File: config.mk
export PLATFORM = sky130hd
export DESIGN_NAME = sfcs_core
export DESIGN_NICKNAME = d
export VERILOG_FILES = /design/src/core/sfcs_pkg.sv /design/src/core/sfcs_core.sv
export SDC_FILE = /design/constraint.sdc
export NUM_CORES = 1
export LEC_CHECK = 0
export BUFFER_PORTS_ARGS = -buffer_cell sky130_fd_sc_hd__buf_4
export CORE_ASPECT_RATIO = 1.1
export CORE_MARGIN = 4
export CORE_UTILIZATION = 50
export DETAILED_ROUTE_END_ITERATION = 16
export GPL_ROUTABILITY_DRIVEN = 0
export PLACE_DENSITY = 0.68
export SETUP_SLACK_MARGIN = 0.3
export SLEW_MARGIN = 20
export SYNTH_ARGS = -nofsm -noshare
export SYNTH_HDL_FRONTEND = slang
export SYNTH_SLANG_ARGS = --single-unit
File: constraint.sdc
create_clock -name ref_clk_i -period 2.8 [get_ports ref_clk_i]
set_input_delay 0.56 -clock ref_clk_i [delete_from_list [all_inputs] [get_ports ref_clk_i]]
set_output_delay 0.56 -clock ref_clk_i [all_outputs]
set_load 0.02 [all_outputs]
File: src/core/sfcs_pkg.sv
// package: register map, field layouts, states and helpers for the serial format/clock select unit
package sfcs_pkg;

	// ----------------------------------------------------------------
	// register map
	// ----------------------------------------------------------------
	localparam int          ADDR_W   = 3;
	localparam int          DATA_W   = 8;
	localparam logic [2:0]  OFS_MODE = 3'h0;
	localparam logic [2:0]  OFS_CTRL = 3'h1;
	localparam logic [2:0]  OFS_BRR  = 3'h2;
	localparam logic [2:0]  OFS_TDR  = 3'h3;
	localparam logic [2:0]  OFS_STAT = 3'h4;
	localparam logic [2:0]  OFS_RDR  = 3'h5;

	localparam logic [7:0]  MODE_RST   = 8'h00;
	localparam logic [7:0]  MODE_WMASK = 8'hfc;
	localparam logic [7:0]  CTRL_RST   = 8'h00;
	localparam logic [7:0]  CTRL_WMASK = 8'h33;
	localparam logic [7:0]  BRR_RST    = 8'hff;
	localparam logic [7:0]  STAT_RST   = 8'h84;
	localparam logic [7:0]  DATA_RST   = 8'h00;

	// ----------------------------------------------------------------
	// timing: sixteen ticks per bit
	// ----------------------------------------------------------------
	localparam logic [3:0]  PH_SAMPLE  = 4'h7;
	localparam logic [3:0]  PH_HALF    = 4'h8;
	localparam logic [3:0]  PH_LAST    = 4'hf;
	localparam logic [3:0]  DATA_LEN8  = 4'h8;
	localparam logic [3:0]  DATA_LEN7  = 4'h7;
	localparam logic [7:0]  MASK7      = 8'h7f;

	// ----------------------------------------------------------------
	// field layouts
	// ----------------------------------------------------------------
	typedef struct packed {
		logic       sync_select;
		logic       char_length_select;
		logic       parity_enable;
		logic       parity_odd_select;
		logic       two_stop_select;
		logic       multiproc_format_select;
		logic [1:0] rsv;
	} sfcs_mode_t;

	typedef struct packed {
		logic [1:0] rsv_hi;
		logic       tx_enable_bit;
		logic       rx_enable_bit;
		logic [1:0] rsv_lo;
		logic       clock_select_hi;
		logic       clock_select_lo;
	} sfcs_ctrl_t;

	typedef struct packed {
		logic tx_empty;
		logic rx_full;
		logic overrun_error_flag;
		logic framing_err;
		logic parity_err;
		logic tx_end;
		logic multiproc_bit;
		logic multiproc_bit_tx;
	} sfcs_stat_t;

	typedef enum logic [2:0] {TX_IDLE, TX_START, TX_DATA, TX_PAR, TX_STOP} sfcs_tx_st_t;
	typedef enum logic [2:0] {RX_IDLE, RX_START, RX_DATA, RX_PAR, RX_STOP} sfcs_rx_st_t;

	// ----------------------------------------------------------------
	// helpers
	// ----------------------------------------------------------------
	function automatic logic [3:0] sfcs_data_len(input sfcs_mode_t m);
		return (m.sync_select | ~m.char_length_select) ? DATA_LEN8 : DATA_LEN7;
	endfunction : sfcs_data_len

	function automatic logic sfcs_parity(input logic [7:0] d, input sfcs_mode_t m);
		logic [7:0] md;
		md = (sfcs_data_len(m) == DATA_LEN7) ? (d & MASK7) : d;
		return (^md) ^ m.parity_odd_select;
	endfunction : sfcs_parity

endpackage : sfcs_pkg

File: src/core/sfcs_core.sv
// serial communication unit: format and clock source select, async/sync framing, double buffering
//
// Contract
// - sync mode always moves eight data bits
// - sync receive flags overrun in overrun flag
// - sync internal clock: generator runs, clock driven out
// - sync external clock: shift on clock pin edges
// - sync select ignores length, parity, stop bits
// - async: 7/8 bits, parity option, 1/2 stops
// - multiprocessor format replaces parity with flag bit
// - clock source from sync bit and selects
// - async external clock is sixteen times bit rate
// - async internal: pin unused or bit-rate clock
// - sync internal drives clock regardless of low select
// - async characters framed individually start to stop
// - transmit and receive run independently
// - both directions double buffered
// - line idles high; falling edge starts character
// - order: start, data LSB first, parity, stops
// - receiver aligns to start bit falling edge
// - sample each bit at eighth tick
`timescale 1ns/1ps

module sfcs_core (
	input  wire logic                     ref_clk_i,  // 10 MHz system clock
	input  wire logic                     sys_rst_i,  // synchronous reset, active high
	input  wire logic [sfcs_pkg::ADDR_W-1:0] addr_i,  // register address
	input  wire logic [sfcs_pkg::DATA_W-1:0] wdata_i, // write data
	input  wire logic                     wr_i,       // write strobe
	input  wire logic                     rd_i,       // read strobe
	output logic      [sfcs_pkg::DATA_W-1:0] rdata_o, // read data, cycle after rd_i
	input  wire logic                     rxd_i,      // serial receive data
	output logic                          txd_o,      // serial transmit data
	input  wire logic                     sck_i,      // serial clock pin, input level
	output logic                          sck_o,      // serial clock pin, output level
	output logic                          sck_oe_o    // serial clock pin, output enable
);

	// ----------------------------------------------------------------
	// registers
	// ----------------------------------------------------------------
	sfcs_pkg::sfcs_mode_t mode_q, mode_d;
	sfcs_pkg::sfcs_ctrl_t ctrl_q, ctrl_d;
	sfcs_pkg::sfcs_stat_t stat_q, stat_d;
	logic [7:0]           brr_q, brr_d;
	logic [7:0]           tdr_q, tdr_d;
	logic [7:0]           rdr_q, rdr_d;
	logic [7:0]           rdata_q, rdata_d;

	// events from the datapaths
	logic       tx_load, tx_done;
	logic       rx_done, rx_ovr, rx_fer, rx_per, rx_mpb;
	logic [7:0] rx_data;

	always_comb begin
		mode_d  = mode_q;
		ctrl_d  = ctrl_q;
		brr_d   = brr_q;
		tdr_d   = tdr_q;
		rdr_d   = rdr_q;
		stat_d  = stat_q;
		rdata_d = '0;
		if (wr_i) begin
			unique case (addr_i)
				sfcs_pkg::OFS_MODE: mode_d = sfcs_pkg::sfcs_mode_t'(wdata_i & sfcs_pkg::MODE_WMASK);
				sfcs_pkg::OFS_CTRL: ctrl_d = sfcs_pkg::sfcs_ctrl_t'(wdata_i & sfcs_pkg::CTRL_WMASK);
				sfcs_pkg::OFS_BRR:  brr_d  = wdata_i;
				sfcs_pkg::OFS_TDR: begin
					tdr_d           = wdata_i;
					stat_d.tx_empty = 1'b0;
					stat_d.tx_end   = 1'b0;
				end
				sfcs_pkg::OFS_STAT: begin
					stat_d.overrun_error_flag = stat_q.overrun_error_flag & wdata_i[5];
					stat_d.framing_err        = stat_q.framing_err & wdata_i[4];
					stat_d.parity_err         = stat_q.parity_err & wdata_i[3];
					stat_d.multiproc_bit_tx   = wdata_i[0];
				end
				default: ;
			endcase
		end
		if (rd_i) begin
			unique case (addr_i)
				sfcs_pkg::OFS_MODE: rdata_d = mode_q;
				sfcs_pkg::OFS_CTRL: rdata_d = ctrl_q;
				sfcs_pkg::OFS_BRR:  rdata_d = brr_q;
				sfcs_pkg::OFS_TDR:  rdata_d = tdr_q;
				sfcs_pkg::OFS_STAT: rdata_d = stat_q;
				sfcs_pkg::OFS_RDR: begin
					rdata_d        = rdr_q;
					stat_d.rx_full = 1'b0;
				end
				default: rdata_d = '0;
			endcase
		end
		// hardware sets after software clears, so a coinciding event wins
		if (tx_load || !ctrl_q.tx_enable_bit)
			stat_d.tx_empty = 1'b1;
		if (tx_done)
			stat_d.tx_end = 1'b1;
		if (rx_done) begin
			if (rx_ovr)
				stat_d.overrun_error_flag = 1'b1;
			else if (rx_fer)
				stat_d.framing_err = 1'b1;
			else if (rx_per)
				stat_d.parity_err = 1'b1;
			else begin
				rdr_d                = rx_data;
				stat_d.rx_full       = 1'b1;
				stat_d.multiproc_bit = rx_mpb;
			end
		end
	end

	always_ff @(posedge ref_clk_i) begin
		if (sys_rst_i) begin
			mode_q  <= sfcs_pkg::sfcs_mode_t'(sfcs_pkg::MODE_RST);
			ctrl_q  <= sfcs_pkg::sfcs_ctrl_t'(sfcs_pkg::CTRL_RST);
			stat_q  <= sfcs_pkg::sfcs_stat_t'(sfcs_pkg::STAT_RST);
			brr_q   <= sfcs_pkg::BRR_RST;
			tdr_q   <= sfcs_pkg::DATA_RST;
			rdr_q   <= sfcs_pkg::DATA_RST;
			rdata_q <= sfcs_pkg::DATA_RST;
		end else begin
			mode_q  <= mode_d;
			ctrl_q  <= ctrl_d;
			stat_q  <= stat_d;
			brr_q   <= brr_d;
			tdr_q   <= tdr_d;
			rdr_q   <= rdr_d;
			rdata_q <= rdata_d;
		end
	end

	assign rdata_o = rdata_q;

	// ----------------------------------------------------------------
	// clock source, baud generator, phase
	// ----------------------------------------------------------------
	logic       sync_m, ext_clk;
	logic [7:0] brg_q, brg_d;
	logic [3:0] ph_q, ph_d;
	logic       sck_prev_q, rxd_prev_q;
	logic       brg_tick, ext_rise, ext_fall, tick16, sclk_run, sfall, srise;
	logic       tx_busy, rx_sync_on;

	assign sync_m   = mode_q.sync_select;
	assign ext_clk  = ctrl_q.clock_select_hi;
	// compare with >= so a lowered rate setting restarts the count at once instead of wrapping
	assign brg_tick = !ext_clk && (brg_q >= brr_q);
	assign ext_rise = sck_i && !sck_prev_q;
	assign ext_fall = !sck_i && sck_prev_q;
	assign tick16   = ext_clk ? ext_rise : brg_tick;
	assign sclk_run = tx_busy || rx_sync_on;
	assign sfall    = ext_clk ? ext_fall : (brg_tick && sclk_run && ph_q == '0);
	assign srise    = ext_clk ? ext_rise : (brg_tick && sclk_run && ph_q == sfcs_pkg::PH_HALF);

	always_comb begin
		brg_d = (ext_clk || brg_tick) ? '0 : brg_q + 8'h01;
		ph_d  = ph_q;
		if (sync_m && !sclk_run)
			ph_d = '0;
		else if (tick16)
			ph_d = ph_q + 4'h1;
	end

	always_ff @(posedge ref_clk_i) begin
		if (sys_rst_i) begin
			brg_q      <= '0;
			ph_q       <= '0;
			sck_prev_q <= 1'b1;
			rxd_prev_q <= 1'b1;
		end else begin
			brg_q      <= brg_d;
			ph_q       <= ph_d;
			sck_prev_q <= sck_i;
			rxd_prev_q <= rxd_i;
		end
	end

	// sync internal: low first half, rising mid-bit; async 01: bit-rate clock rising at bit centre
	assign sck_oe_o = !ext_clk && (sync_m || ctrl_q.clock_select_lo);
	assign sck_o    = (sync_m && !sclk_run) ? 1'b1 : ph_q[3];

	// ----------------------------------------------------------------
	// transmitter
	// ----------------------------------------------------------------
	sfcs_pkg::sfcs_tx_st_t tx_st_q, tx_st_d;
	logic [7:0] tsr_q, tsr_d;
	logic [3:0] tcnt_q, tcnt_d;
	logic       tpar_q, tpar_d, tstop_q, tstop_d, txd_q, txd_d;
	logic       tx_adv, tx_go;
	logic [3:0] len;

	assign len     = sfcs_pkg::sfcs_data_len(mode_q);
	assign tx_adv  = tick16 && ph_q == sfcs_pkg::PH_LAST;
	assign tx_go   = ctrl_q.tx_enable_bit && !stat_q.tx_empty;
	assign tx_busy = tx_st_q != sfcs_pkg::TX_IDLE;

	always_comb begin
		tx_st_d = tx_st_q;
		tsr_d   = tsr_q;
		tcnt_d  = tcnt_q;
		tpar_d  = tpar_q;
		tstop_d = tstop_q;
		txd_d   = txd_q;
		tx_load = 1'b0;
		tx_done = 1'b0;
		if (!ctrl_q.tx_enable_bit) begin
			tx_st_d = sfcs_pkg::TX_IDLE;
			txd_d   = 1'b1;
		end else if (sync_m) begin
			if (tx_st_q == sfcs_pkg::TX_IDLE && tx_go) begin
				tx_load = 1'b1;
				tsr_d   = tdr_q;
				tcnt_d  = '0;
				tx_st_d = sfcs_pkg::TX_DATA;
			end else if (tx_st_q == sfcs_pkg::TX_DATA) begin
				if (sfall) begin
					txd_d = tsr_q[0];
					tsr_d = tsr_q >> 1;
				end
				if (srise) begin
					tcnt_d = tcnt_q + 4'h1;
					if (tcnt_q == sfcs_pkg::DATA_LEN8 - 4'h1) begin
						tcnt_d = '0;
						if (tx_go) begin
							tx_load = 1'b1;
							tsr_d   = tdr_q;
						end else begin
							tx_done = 1'b1;
							tx_st_d = sfcs_pkg::TX_IDLE;
						end
					end
				end
			end
		end else if (tx_adv) begin
			unique case (tx_st_q)
				sfcs_pkg::TX_IDLE: begin
					txd_d = 1'b1;
					if (tx_go) begin
						tx_load = 1'b1;
						tsr_d   = tdr_q;
						tpar_d  = mode_q.multiproc_format_select ? stat_q.multiproc_bit_tx
						                                         : sfcs_pkg::sfcs_parity(tdr_q, mode_q);
						tx_st_d = sfcs_pkg::TX_START;
						txd_d   = 1'b0;
					end
				end
				sfcs_pkg::TX_START, sfcs_pkg::TX_DATA: begin
					if (tx_st_q == sfcs_pkg::TX_START || tcnt_q != len) begin
						txd_d   = tsr_q[0];
						tsr_d   = tsr_q >> 1;
						tcnt_d  = (tx_st_q == sfcs_pkg::TX_START) ? 4'h1 : tcnt_q + 4'h1;
						tx_st_d = sfcs_pkg::TX_DATA;
					end else if (mode_q.parity_enable || mode_q.multiproc_format_select) begin
						txd_d   = tpar_q;
						tx_st_d = sfcs_pkg::TX_PAR;
					end else begin
						txd_d   = 1'b1;
						tstop_d = 1'b0;
						tx_st_d = sfcs_pkg::TX_STOP;
					end
				end
				sfcs_pkg::TX_PAR: begin
					txd_d   = 1'b1;
					tstop_d = 1'b0;
					tx_st_d = sfcs_pkg::TX_STOP;
				end
				sfcs_pkg::TX_STOP: begin
					if (mode_q.two_stop_select && !tstop_q)
						tstop_d = 1'b1;
					else if (tx_go) begin
						tx_load = 1'b1;
						tsr_d   = tdr_q;
						tpar_d  = mode_q.multiproc_format_select ? stat_q.multiproc_bit_tx
						                                         : sfcs_pkg::sfcs_parity(tdr_q, mode_q);
						txd_d   = 1'b0;
						tx_st_d = sfcs_pkg::TX_START;
					end else begin
						tx_done = 1'b1;
						tx_st_d = sfcs_pkg::TX_IDLE;
					end
				end
				default: tx_st_d = sfcs_pkg::TX_IDLE;
			endcase
		end
	end

	always_ff @(posedge ref_clk_i) begin
		if (sys_rst_i) begin
			tx_st_q <= sfcs_pkg::TX_IDLE;
			tsr_q   <= '0;
			tcnt_q  <= '0;
			tpar_q  <= 1'b0;
			tstop_q <= 1'b0;
			txd_q   <= 1'b1;
		end else begin
			tx_st_q <= tx_st_d;
			tsr_q   <= tsr_d;
			tcnt_q  <= tcnt_d;
			tpar_q  <= tpar_d;
			tstop_q <= tstop_d;
			txd_q   <= txd_d;
		end
	end

	assign txd_o = txd_q;

	// ----------------------------------------------------------------
	// receiver, independent of the transmitter
	// ----------------------------------------------------------------
	sfcs_pkg::sfcs_rx_st_t rx_st_q, rx_st_d;
	logic [7:0] rsr_q, rsr_d;
	logic [3:0] rsub_q, rsub_d, rcnt_q, rcnt_d;
	logic       rpar_q, rpar_d;
	logic       rx_err, start_edge, rx_samp;

	assign rx_err     = stat_q.overrun_error_flag || stat_q.framing_err || stat_q.parity_err;
	assign rx_sync_on = sync_m && ctrl_q.rx_enable_bit && !rx_err;
	assign start_edge = rxd_prev_q && !rxd_i;
	assign rx_samp    = tick16 && rsub_q == sfcs_pkg::PH_SAMPLE;

	always_comb begin
		rx_st_d = rx_st_q;
		rsr_d   = rsr_q;
		rsub_d  = tick16 ? rsub_q + 4'h1 : rsub_q;
		rcnt_d  = rcnt_q;
		rpar_d  = rpar_q;
		rx_done = 1'b0;
		rx_ovr  = stat_q.rx_full;
		rx_fer  = 1'b0;
		rx_per  = 1'b0;
		rx_mpb  = 1'b0;
		rx_data = (len == sfcs_pkg::DATA_LEN7) ? (rsr_q >> 1) : rsr_q;
		if (!ctrl_q.rx_enable_bit || (sync_m && rx_err)) begin
			rx_st_d = sfcs_pkg::RX_IDLE;
			rcnt_d  = '0;
		end else if (sync_m) begin
			rx_st_d = sfcs_pkg::RX_IDLE;
			if (srise) begin
				rsr_d  = {rxd_i, rsr_q[7:1]};
				rcnt_d = rcnt_q + 4'h1;
				if (rcnt_q == sfcs_pkg::DATA_LEN8 - 4'h1) begin
					rcnt_d  = '0;
					rx_done = 1'b1;
					rx_data = {rxd_i, rsr_q[7:1]};
				end
			end
		end else begin
			unique case (rx_st_q)
				sfcs_pkg::RX_IDLE: begin
					if (start_edge && !rx_err) begin
						rsub_d  = '0;
						rx_st_d = sfcs_pkg::RX_START;
					end
				end
				sfcs_pkg::RX_START: begin
					if (rx_samp) begin
						rcnt_d  = '0;
						rx_st_d = rxd_i ? sfcs_pkg::RX_IDLE : sfcs_pkg::RX_DATA;
					end
				end
				sfcs_pkg::RX_DATA: begin
					if (rx_samp) begin
						rsr_d  = {rxd_i, rsr_q[7:1]};
						rcnt_d = rcnt_q + 4'h1;
						if (rcnt_q == len - 4'h1)
							rx_st_d = (mode_q.parity_enable || mode_q.multiproc_format_select)
							          ? sfcs_pkg::RX_PAR : sfcs_pkg::RX_STOP;
					end
				end
				sfcs_pkg::RX_PAR: begin
					if (rx_samp) begin
						rpar_d  = rxd_i;
						rx_st_d = sfcs_pkg::RX_STOP;
					end
				end
				sfcs_pkg::RX_STOP: begin
					if (rx_samp) begin
						rx_done = 1'b1;
						rx_fer  = !rxd_i;
						rx_per  = mode_q.parity_enable && !mode_q.multiproc_format_select
						          && (rpar_q != sfcs_pkg::sfcs_parity(rx_data, mode_q));
						rx_mpb  = mode_q.multiproc_format_select && rpar_q;
						rx_st_d = sfcs_pkg::RX_IDLE;
					end
				end
				default: rx_st_d = sfcs_pkg::RX_IDLE;
			endcase
		end
	end

	always_ff @(posedge ref_clk_i) begin
		if (sys_rst_i) begin
			rx_st_q <= sfcs_pkg::RX_IDLE;
			rsr_q   <= '0;
			rsub_q  <= '0;
			rcnt_q  <= '0;
			rpar_q  <= 1'b0;
		end else begin
			rx_st_q <= rx_st_d;
			rsr_q   <= rsr_d;
			rsub_q  <= rsub_d;
			rcnt_q  <= rcnt_d;
			rpar_q  <= rpar_d;
		end
	end
endmodule : sfcs_core

### Yosys cells after proc, flatten, opt, wreduce, memory -nomap -nowiden

Cells that the tools add are included.

| storage, ports and cells | value |
|---|---|
| flip-flop bits (word level) | 102 |
| bits in latches | 0 |
| bits in writable memories | 0 |
| ROM bits | 0 |
| bits of input ports | 17 |
| output and inout port bits | 11 |
| word-level logic and storage cells | 327 |
| memories kept | 0 |

| operators by class | value |
|---|---|
| add/subtract/negate cells | 6 |
| $mul | 0 |
| divide/modulo/power cells | 0 |
| $lt $le $gt $ge | 1 |
| equal/unequal tests | 46 |
| shift operators | 0 |
| muxes and demuxes | 140 |
| bitwise operators | 14 |
| reduce and logical (&&, ||, !) cells | 83 |

Operators by type and width:

| cell | count |
|---|---|
| two-way mux 8 bit | 22 |
| two-way mux 4 bit | 22 |
| two-way mux 1 bit | 67 |
| two-way mux 3 bit | 18 |
| case mux 8 bit (6 select lines) | 1 |
| case mux 8 bit (3 select lines) | 1 |
| != test 2 bit (second input constant) | 11 |
| logical AND 1 bit | 21 |
| AND reduction 7 bit | 3 |
| == test 3 x 2 -> 1 bit (second input constant) | 6 |
| != test 3 bit (second input constant) | 6 |
| AND reduction 6 bit | 3 |
| adder 4 x 1 -> 4 bit (second input constant) | 4 |
| == test 4 x 3 -> 1 bit (second input constant) | 4 |
| AND reduction 4 bit | 4 |
| OR reduction 2 bit | 8 |
| parity 8 bit | 2 |
| case mux 3 bit (5 select lines) | 1 |
| == test 3 bit (second input constant) | 4 |
| case mux 3 bit (4 select lines) | 1 |
| nonzero test 2 bit | 6 |
| logical NOT 1 bit | 11 |
| AND reduction 2 bit | 5 |
| == test 3 x 1 -> 1 bit (second input constant) | 3 |
| other kinds (27) | 56 |

### Depth between registers and ports, before layout

| depth | value |
|---|---|
| depth in word-level cells | 18 |
| gate-level depth with buffers | 11 |
| gate-level depth less buffers | 9 |

### Worst setup path after synthesis

No wires, ideal clock.

| timing | value |
|---|---|
| path kind | flip-flop to flip-flop |
| start point | reg brg_q[0] |
| end point | reg tsr_q[6] |
| arrival time | 2.243 ns |
| setup slack | 0.441 ns |
| cell stages (with the launch flop) | 11 |
| buffers on the path | 1 |
| clock period less this slack | 2.359 ns |
| cell sequence | dfxtp_1 -> inv_1 -> ha_1 -> nand2b_4 -> a2111oi_4 -> o221ai_4 -> and2_1 -> buf_6 -> a41oi_4 -> o211ai_1 -> a22o_1 |

| between the ends | value |
|---|---|
| word-level cells in the longest chain between the ends | 12 |
| elaborated cells on any way between the ends | 18 |
| classes of those cells | 1 x order compare; 10 x mux; 7 x reduce/logical |

Ends and longest elaborated chain:

| element | line | RTL |
|---|---|---|
| from (decl) | sfcs_core.sv:142 | `logic [7:0] brg_q, brg_d;` |
| from (signal assigned) | sfcs_core.sv:175 | `brg_q <= brg_d;` |
| greater-or-equal comparator 8 bit * | sfcs_core.sv:151 | `assign brg_tick = !ext_clk && (brg_q >= brr_q);` |
| logical AND 1 bit * | sfcs_core.sv:151 |  |
| logical AND 1 bit | sfcs_core.sv:156, sfcs_core.sv:157 |  |
| logical AND 1 bit | sfcs_core.sv:156 | `assign sfall = ext_clk ? ext_fall : (brg_tick && sclk_run && ph_q == '0);` |
| two-way mux 1 bit | sfcs_core.sv:156 |  |
| two-way mux 8 bit | sfcs_core.sv:220 | `if (sfall) begin` |
| two-way mux 8 bit | sfcs_core.sv:228 | `if (tx_go) begin` |
| two-way mux 8 bit | sfcs_core.sv:226 | `if (tcnt_q == sfcs_pkg::DATA_LEN8 - 4'h1) begin` |
| two-way mux 8 bit | sfcs_core.sv:224 | `if (srise) begin` |
| two-way mux 8 bit | sfcs_core.sv:219 | `end else if (tx_st_q == sfcs_pkg::TX_DATA) begin` |
| two-way mux 8 bit | sfcs_core.sv:214 | `if (tx_st_q == sfcs_pkg::TX_IDLE && tx_go) begin` |
| two-way mux 8 bit | sfcs_core.sv:213 | `end else if (sync_m) begin` |
| to (signal assigned) | sfcs_core.sv:301 | `tsr_q <= tsr_d;` |
| to (decl) | sfcs_core.sv:190 | `logic [7:0] tsr_q, tsr_d;` |

Mark *: on every way between the ends. The rest lies on a longest branch, timed or not. The select of a mux whose other input is x is not followed.
A chain may end at the register's enable or synchronous reset.

### Final worst setup path

| timing | value |
|---|---|
| start point | reg brr_q[0] |
| end point | reg rdr_q[3] |

| between the ends | value |
|---|---|
| word-level cells in the longest chain between the ends | 10 |
| elaborated cells on any way between the ends | 26 |
| classes of those cells | 1 x order compare; 18 x mux; 2 x bitwise; 5 x reduce/logical |

Ends and longest elaborated chain:

| element | line | RTL |
|---|---|---|
| from (decl) | sfcs_core.sv:45 | `logic [7:0] brr_q, brr_d;` |
| from (signal assigned) | sfcs_core.sv:121 | `brr_q <= sfcs_pkg::BRR_RST;` |
| from (signal assigned) | sfcs_core.sv:129 | `brr_q <= brr_d;` |
| greater-or-equal comparator 8 bit * | sfcs_core.sv:151 |  |
| logical AND 1 bit * | sfcs_core.sv:151 |  |
| two-way mux 1 bit | sfcs_core.sv:154 | `assign tick16 = ext_clk ? ext_rise : brg_tick;` |
| logical AND 1 bit | sfcs_core.sv:323 | `assign rx_samp = tick16 && rsub_q == sfcs_pkg::PH_SAMPLE;` |
| two-way mux 1 bit | sfcs_core.sv:381 | `if (rx_samp) begin` |
| two-way mux 1 bit | sfcs_core.sv:352 | `unique case (rx_st_q)` |
| two-way mux 1 bit | sfcs_core.sv:340 | `end else if (sync_m) begin` |
| two-way mux 1 bit | sfcs_core.sv:337 | `if (!ctrl_q.rx_enable_bit \|\| (sync_m && rx_err)) begin` |
| inverter 1 bit (no line) | - |  |
| AND reduction 4 bit (no line) | - |  |
| to (signal assigned) | sfcs_core.sv:123 | `rdr_q <= sfcs_pkg::DATA_RST;` |
| to (signal assigned) | sfcs_core.sv:131 | `rdr_q <= rdr_d;` |
| to (decl) | sfcs_core.sv:47 | `logic [7:0] rdr_q, rdr_d;` |

Mark *: on every way between the ends. The rest lies on a longest branch, timed or not.

==> key figures <==
STA
  • Pins over their slew limit: 0
  • Fmax: 396.5 MHz
  • RSZ-0062 raised after global routing: yes
  • PnR worst setup slack: 0.2782 ns
  • Tcrit/Tclk final: 90.06%
  • Final Skew: 0.01200 ns
  • Setup TNS: 0 ns
  • Hold WS: 0.4086 ns
  • Headroom to the max-slew limit: 46.53%
  • Tmin final: 2.522 ns
  • Worst Max-Slew Pin Slew: 0.7917 ns
  • Final hold viol count: 0
  • Final setup viols: 0

Run
  • Max Cap Viol: 0

Global route
  • Initial antenna violation count: 0
  • Number of global-route vias before repair: 5011
  • Remaining Overflow, GRT: 0
  • GRT Util Overall: a little under a quarter
  • First-pass GRT wire length: 25120 um
  • Largest net degree at the start of global routing: 56

Routing
  • DR vias: between 5000 and 6000
  • ANT nets after route: 0
  • DRC: 0
  • Routed vias/inst: 6.028
  • Drt first pass iters: 8
  • Final WL: 15740 um
  • Drt wl/cell: between 15 and 20 um
  • DR iter-0 viols: 464

Cells and area
  • Final layout net count: 756
  • Final Cell Area: 0.006823 mm^2
  • Multi-input logic area: 0.003771 mm^2
  • N_diodes: 0
  • Commonest non-fill, non-tap cell in the layout: dfxtp_1
  • FF+latch area: 0.002046 mm^2
  • Ratio of cells with drive above 1 in the final layout: 16.03%
  • Most frequent cells in the layout: 99 x dfxtp_1, 77 x nor2_1, 76 x nand2_1
  • Area growth, synth to finish: 14.06%
  • Filler instances: 1052

Setup path
  • Crit path capture type: flop
  • Required time worst endpoint: roughly 3 ns
  • CP arrival: between 2 and 3 ns
  • Crit start category: flop
  • Peak fanout along the critical path: 7
  • Crit path kind: flop to flop

Floorplanning
  • Die ar.: 0.01378 mm^2
  • Core box area: around 0.012 mm^2
  • Initial Util: between 50% and 60%
  • I/O Pins: 28
  • Chip width: around 110 um
  • Row count: 41
  • Die H: 122.7 um

Yosys
  • Synth top area share: 34.14%
  • Ys flop type: dfxtp_1
  • Sequential share of the synthesized area: approximately a third
  • Cell Area, Synth: 0.005982 mm^2
  • Post-synthesis register bit count: 102
  • Mapped Nets: 742
  • Synth Area per Inst: 8.413 um^2
  • EDFF count, synth: 0
  • Ys async rst share: 0%
  • Cell variety after synth: 84
  • Syn Inst Count: 711
  • Synth top area cells: dfxtp_1 34%, mux2i_1 7.9%, nand2_1 4.8%
  • Number of synthesis warnings: 0
  • Largest area contributor in the netlist: dfxtp_1

Clock tree
  • CTS H-tree depth: 3
  • CTS buffer count: 9
  • CTS tree: built
  • Clock transition at path regs: about 0.080 ns
  • Clock buffer depth: 2
  • Root Buffer Master: clkbuf_16
  • Clock insertion delay at the later pin of the skew report: 0.36 ns
  • TritonCTS Sinks: 102

Power
  • Leak pwr: 0.002603 uW
  • Pwr dens: 445.5 mW/mm^2
  • Maximum vdd ir drop: 0.3456 mV

Place
  • IO buf count: 27
  • Final HPWL DP: 11350 um
  • DP Worst Slack: about 0.14 ns
  • DP Area: 0.006265 mm^2

Outcome
  • Outcome: finished clean

Min path
  • Hold Crit Class: input port to flop
[flip-flops by register name, summed over array words and instances (netlist names), 3 cells and up]
name	cells
ctrl_q	3
stat_q	7
tx_st_q	3
rcnt_q	4
rdata_o	8
brr_q	8
rsub_q	4
rx_st_q	3
brg_q	8
rdr_q	8
rsr_q	8
tcnt_q	4
tsr_q	8
tdr_q	8
mode_q	5
ph_q	4
[logic make-up (layout without fill, tap and decap cells)]
logic type / count (synthesis) / in the layout / synth area share [%]
buffers and inverters: 74 / 93 / 5.375
muxes: 48 / 48 / 8.241
AOI/OAI and AO/OA: 169 / 169 / 21.29
adders and majority gates: 14 / 14 / 2.928
xor gates and xnor gates: 31 / 31 / 4.769
and+or+nand+nor: 273 / 273 / 23.26
DFF: 102 / 102 / 34.14
[report_power, final]
group          switching (uW)  internal (uW)
registers                19.8           1470
clock network             612            707
logic                     140           91.8
total                     772           2270
[metal layers]
metal,vias to the layer above,share of wire [%],GRT usage (%)
li1,2578,-,-
met1,2508,44,29.91
met2,182,48,37.33
met3,37,5.6,3.895
met4,0,2.6,8.340
met5,-,0,0
[synthesized netlist by cell type, types with 4 or more instances]
| library cell | instances |
|---|---|
| dfxtp_1 | 102 |
| nand2_1 | 77 |
| nor2_1 | 77 |
| mux2i_1 | 47 |
| a21oi_1 | 43 |
| clkbuf_1 | 29 |
| inv_1 | 26 |
| xnor2_1 | 21 |
| nand3_1 | 20 |
| nor3_1 | 16 |
| o21ai_0 | 15 |
| a211oi_1 | 14 |
| ha_1 | 14 |
| o211ai_1 | 12 |
| and3_1 | 11 |
| a31o_1 | 9 |
| nor2b_1 | 9 |
| xor2_1 | 9 |
| buf_2 | 8 |
| nand2b_1 | 8 |
| a22oi_1 | 7 |
| a31oi_1 | 7 |
| and2_1 | 7 |
| a22o_1 | 6 |
| nand4_1 | 6 |
| nand3b_1 | 5 |
| o21ai_1 | 5 |
| a311oi_1 | 4 |
| and3b_1 | 4 |
| buf_1 | 4 |
| nand3_2 | 4 |
| o21a_1 | 4 |
| o31ai_1 | 4 |
[timing repair]
item                       4_1_cts  5_1_grt
pin swaps                        4       13
gates resized for setup          4       28
hold buffers                     0        0
setup endpoints to repair       20       31
buffers inserted                 4        3
gates cloned                     0        1
[final timing paths]
path / slack, ns / end / depth (start not counted) / start
worst max-delay path: 0.28 / rdr_q[3] / 10 / brr_q[0]
worst min-delay path: 0.41 / sck_prev_q / 3 / sck_i
worst min register to register: 0.48 / stat_q[1] / 1 / stat_q[1]
worst max register to register: 0.28 / rdr_q[3] / 10 / brr_q[0]
[metrics by stage]
stage	util, %	total power, uW	cells
CTS	57.22	3049	876
global route	58.85	3143	880
detailed placement	54.04	1737	856
global placement	54.04	1732	856
floorplan	-	1663	711
finish	58.85	3039	880
[cell type report]
type | instances | area share, %
multi-input combinational | 535 | 55.27
sequential | 102 | 29.98
timing repair buffer | 50 | 6.033
clock buffer | 9 | 3.301
tap | 150 | 2.751
inverter | 27 | 1.485
clock inverter | 7 | 1.174
[critical path: stages (launching register included)]
cell and delay [ns]:
dfxtp_1 0.39, ha_4 0.21, nand2b_4 0.14, a2111oi_4 0.43, o221ai_4 0.24, buf_6 0.19, a31oi_4 0.17, buf_12 0.15
mux2i_1 0.20, nor3_1 0.06, a31o_1 0.20
Power figures use the tool's default switching activity.
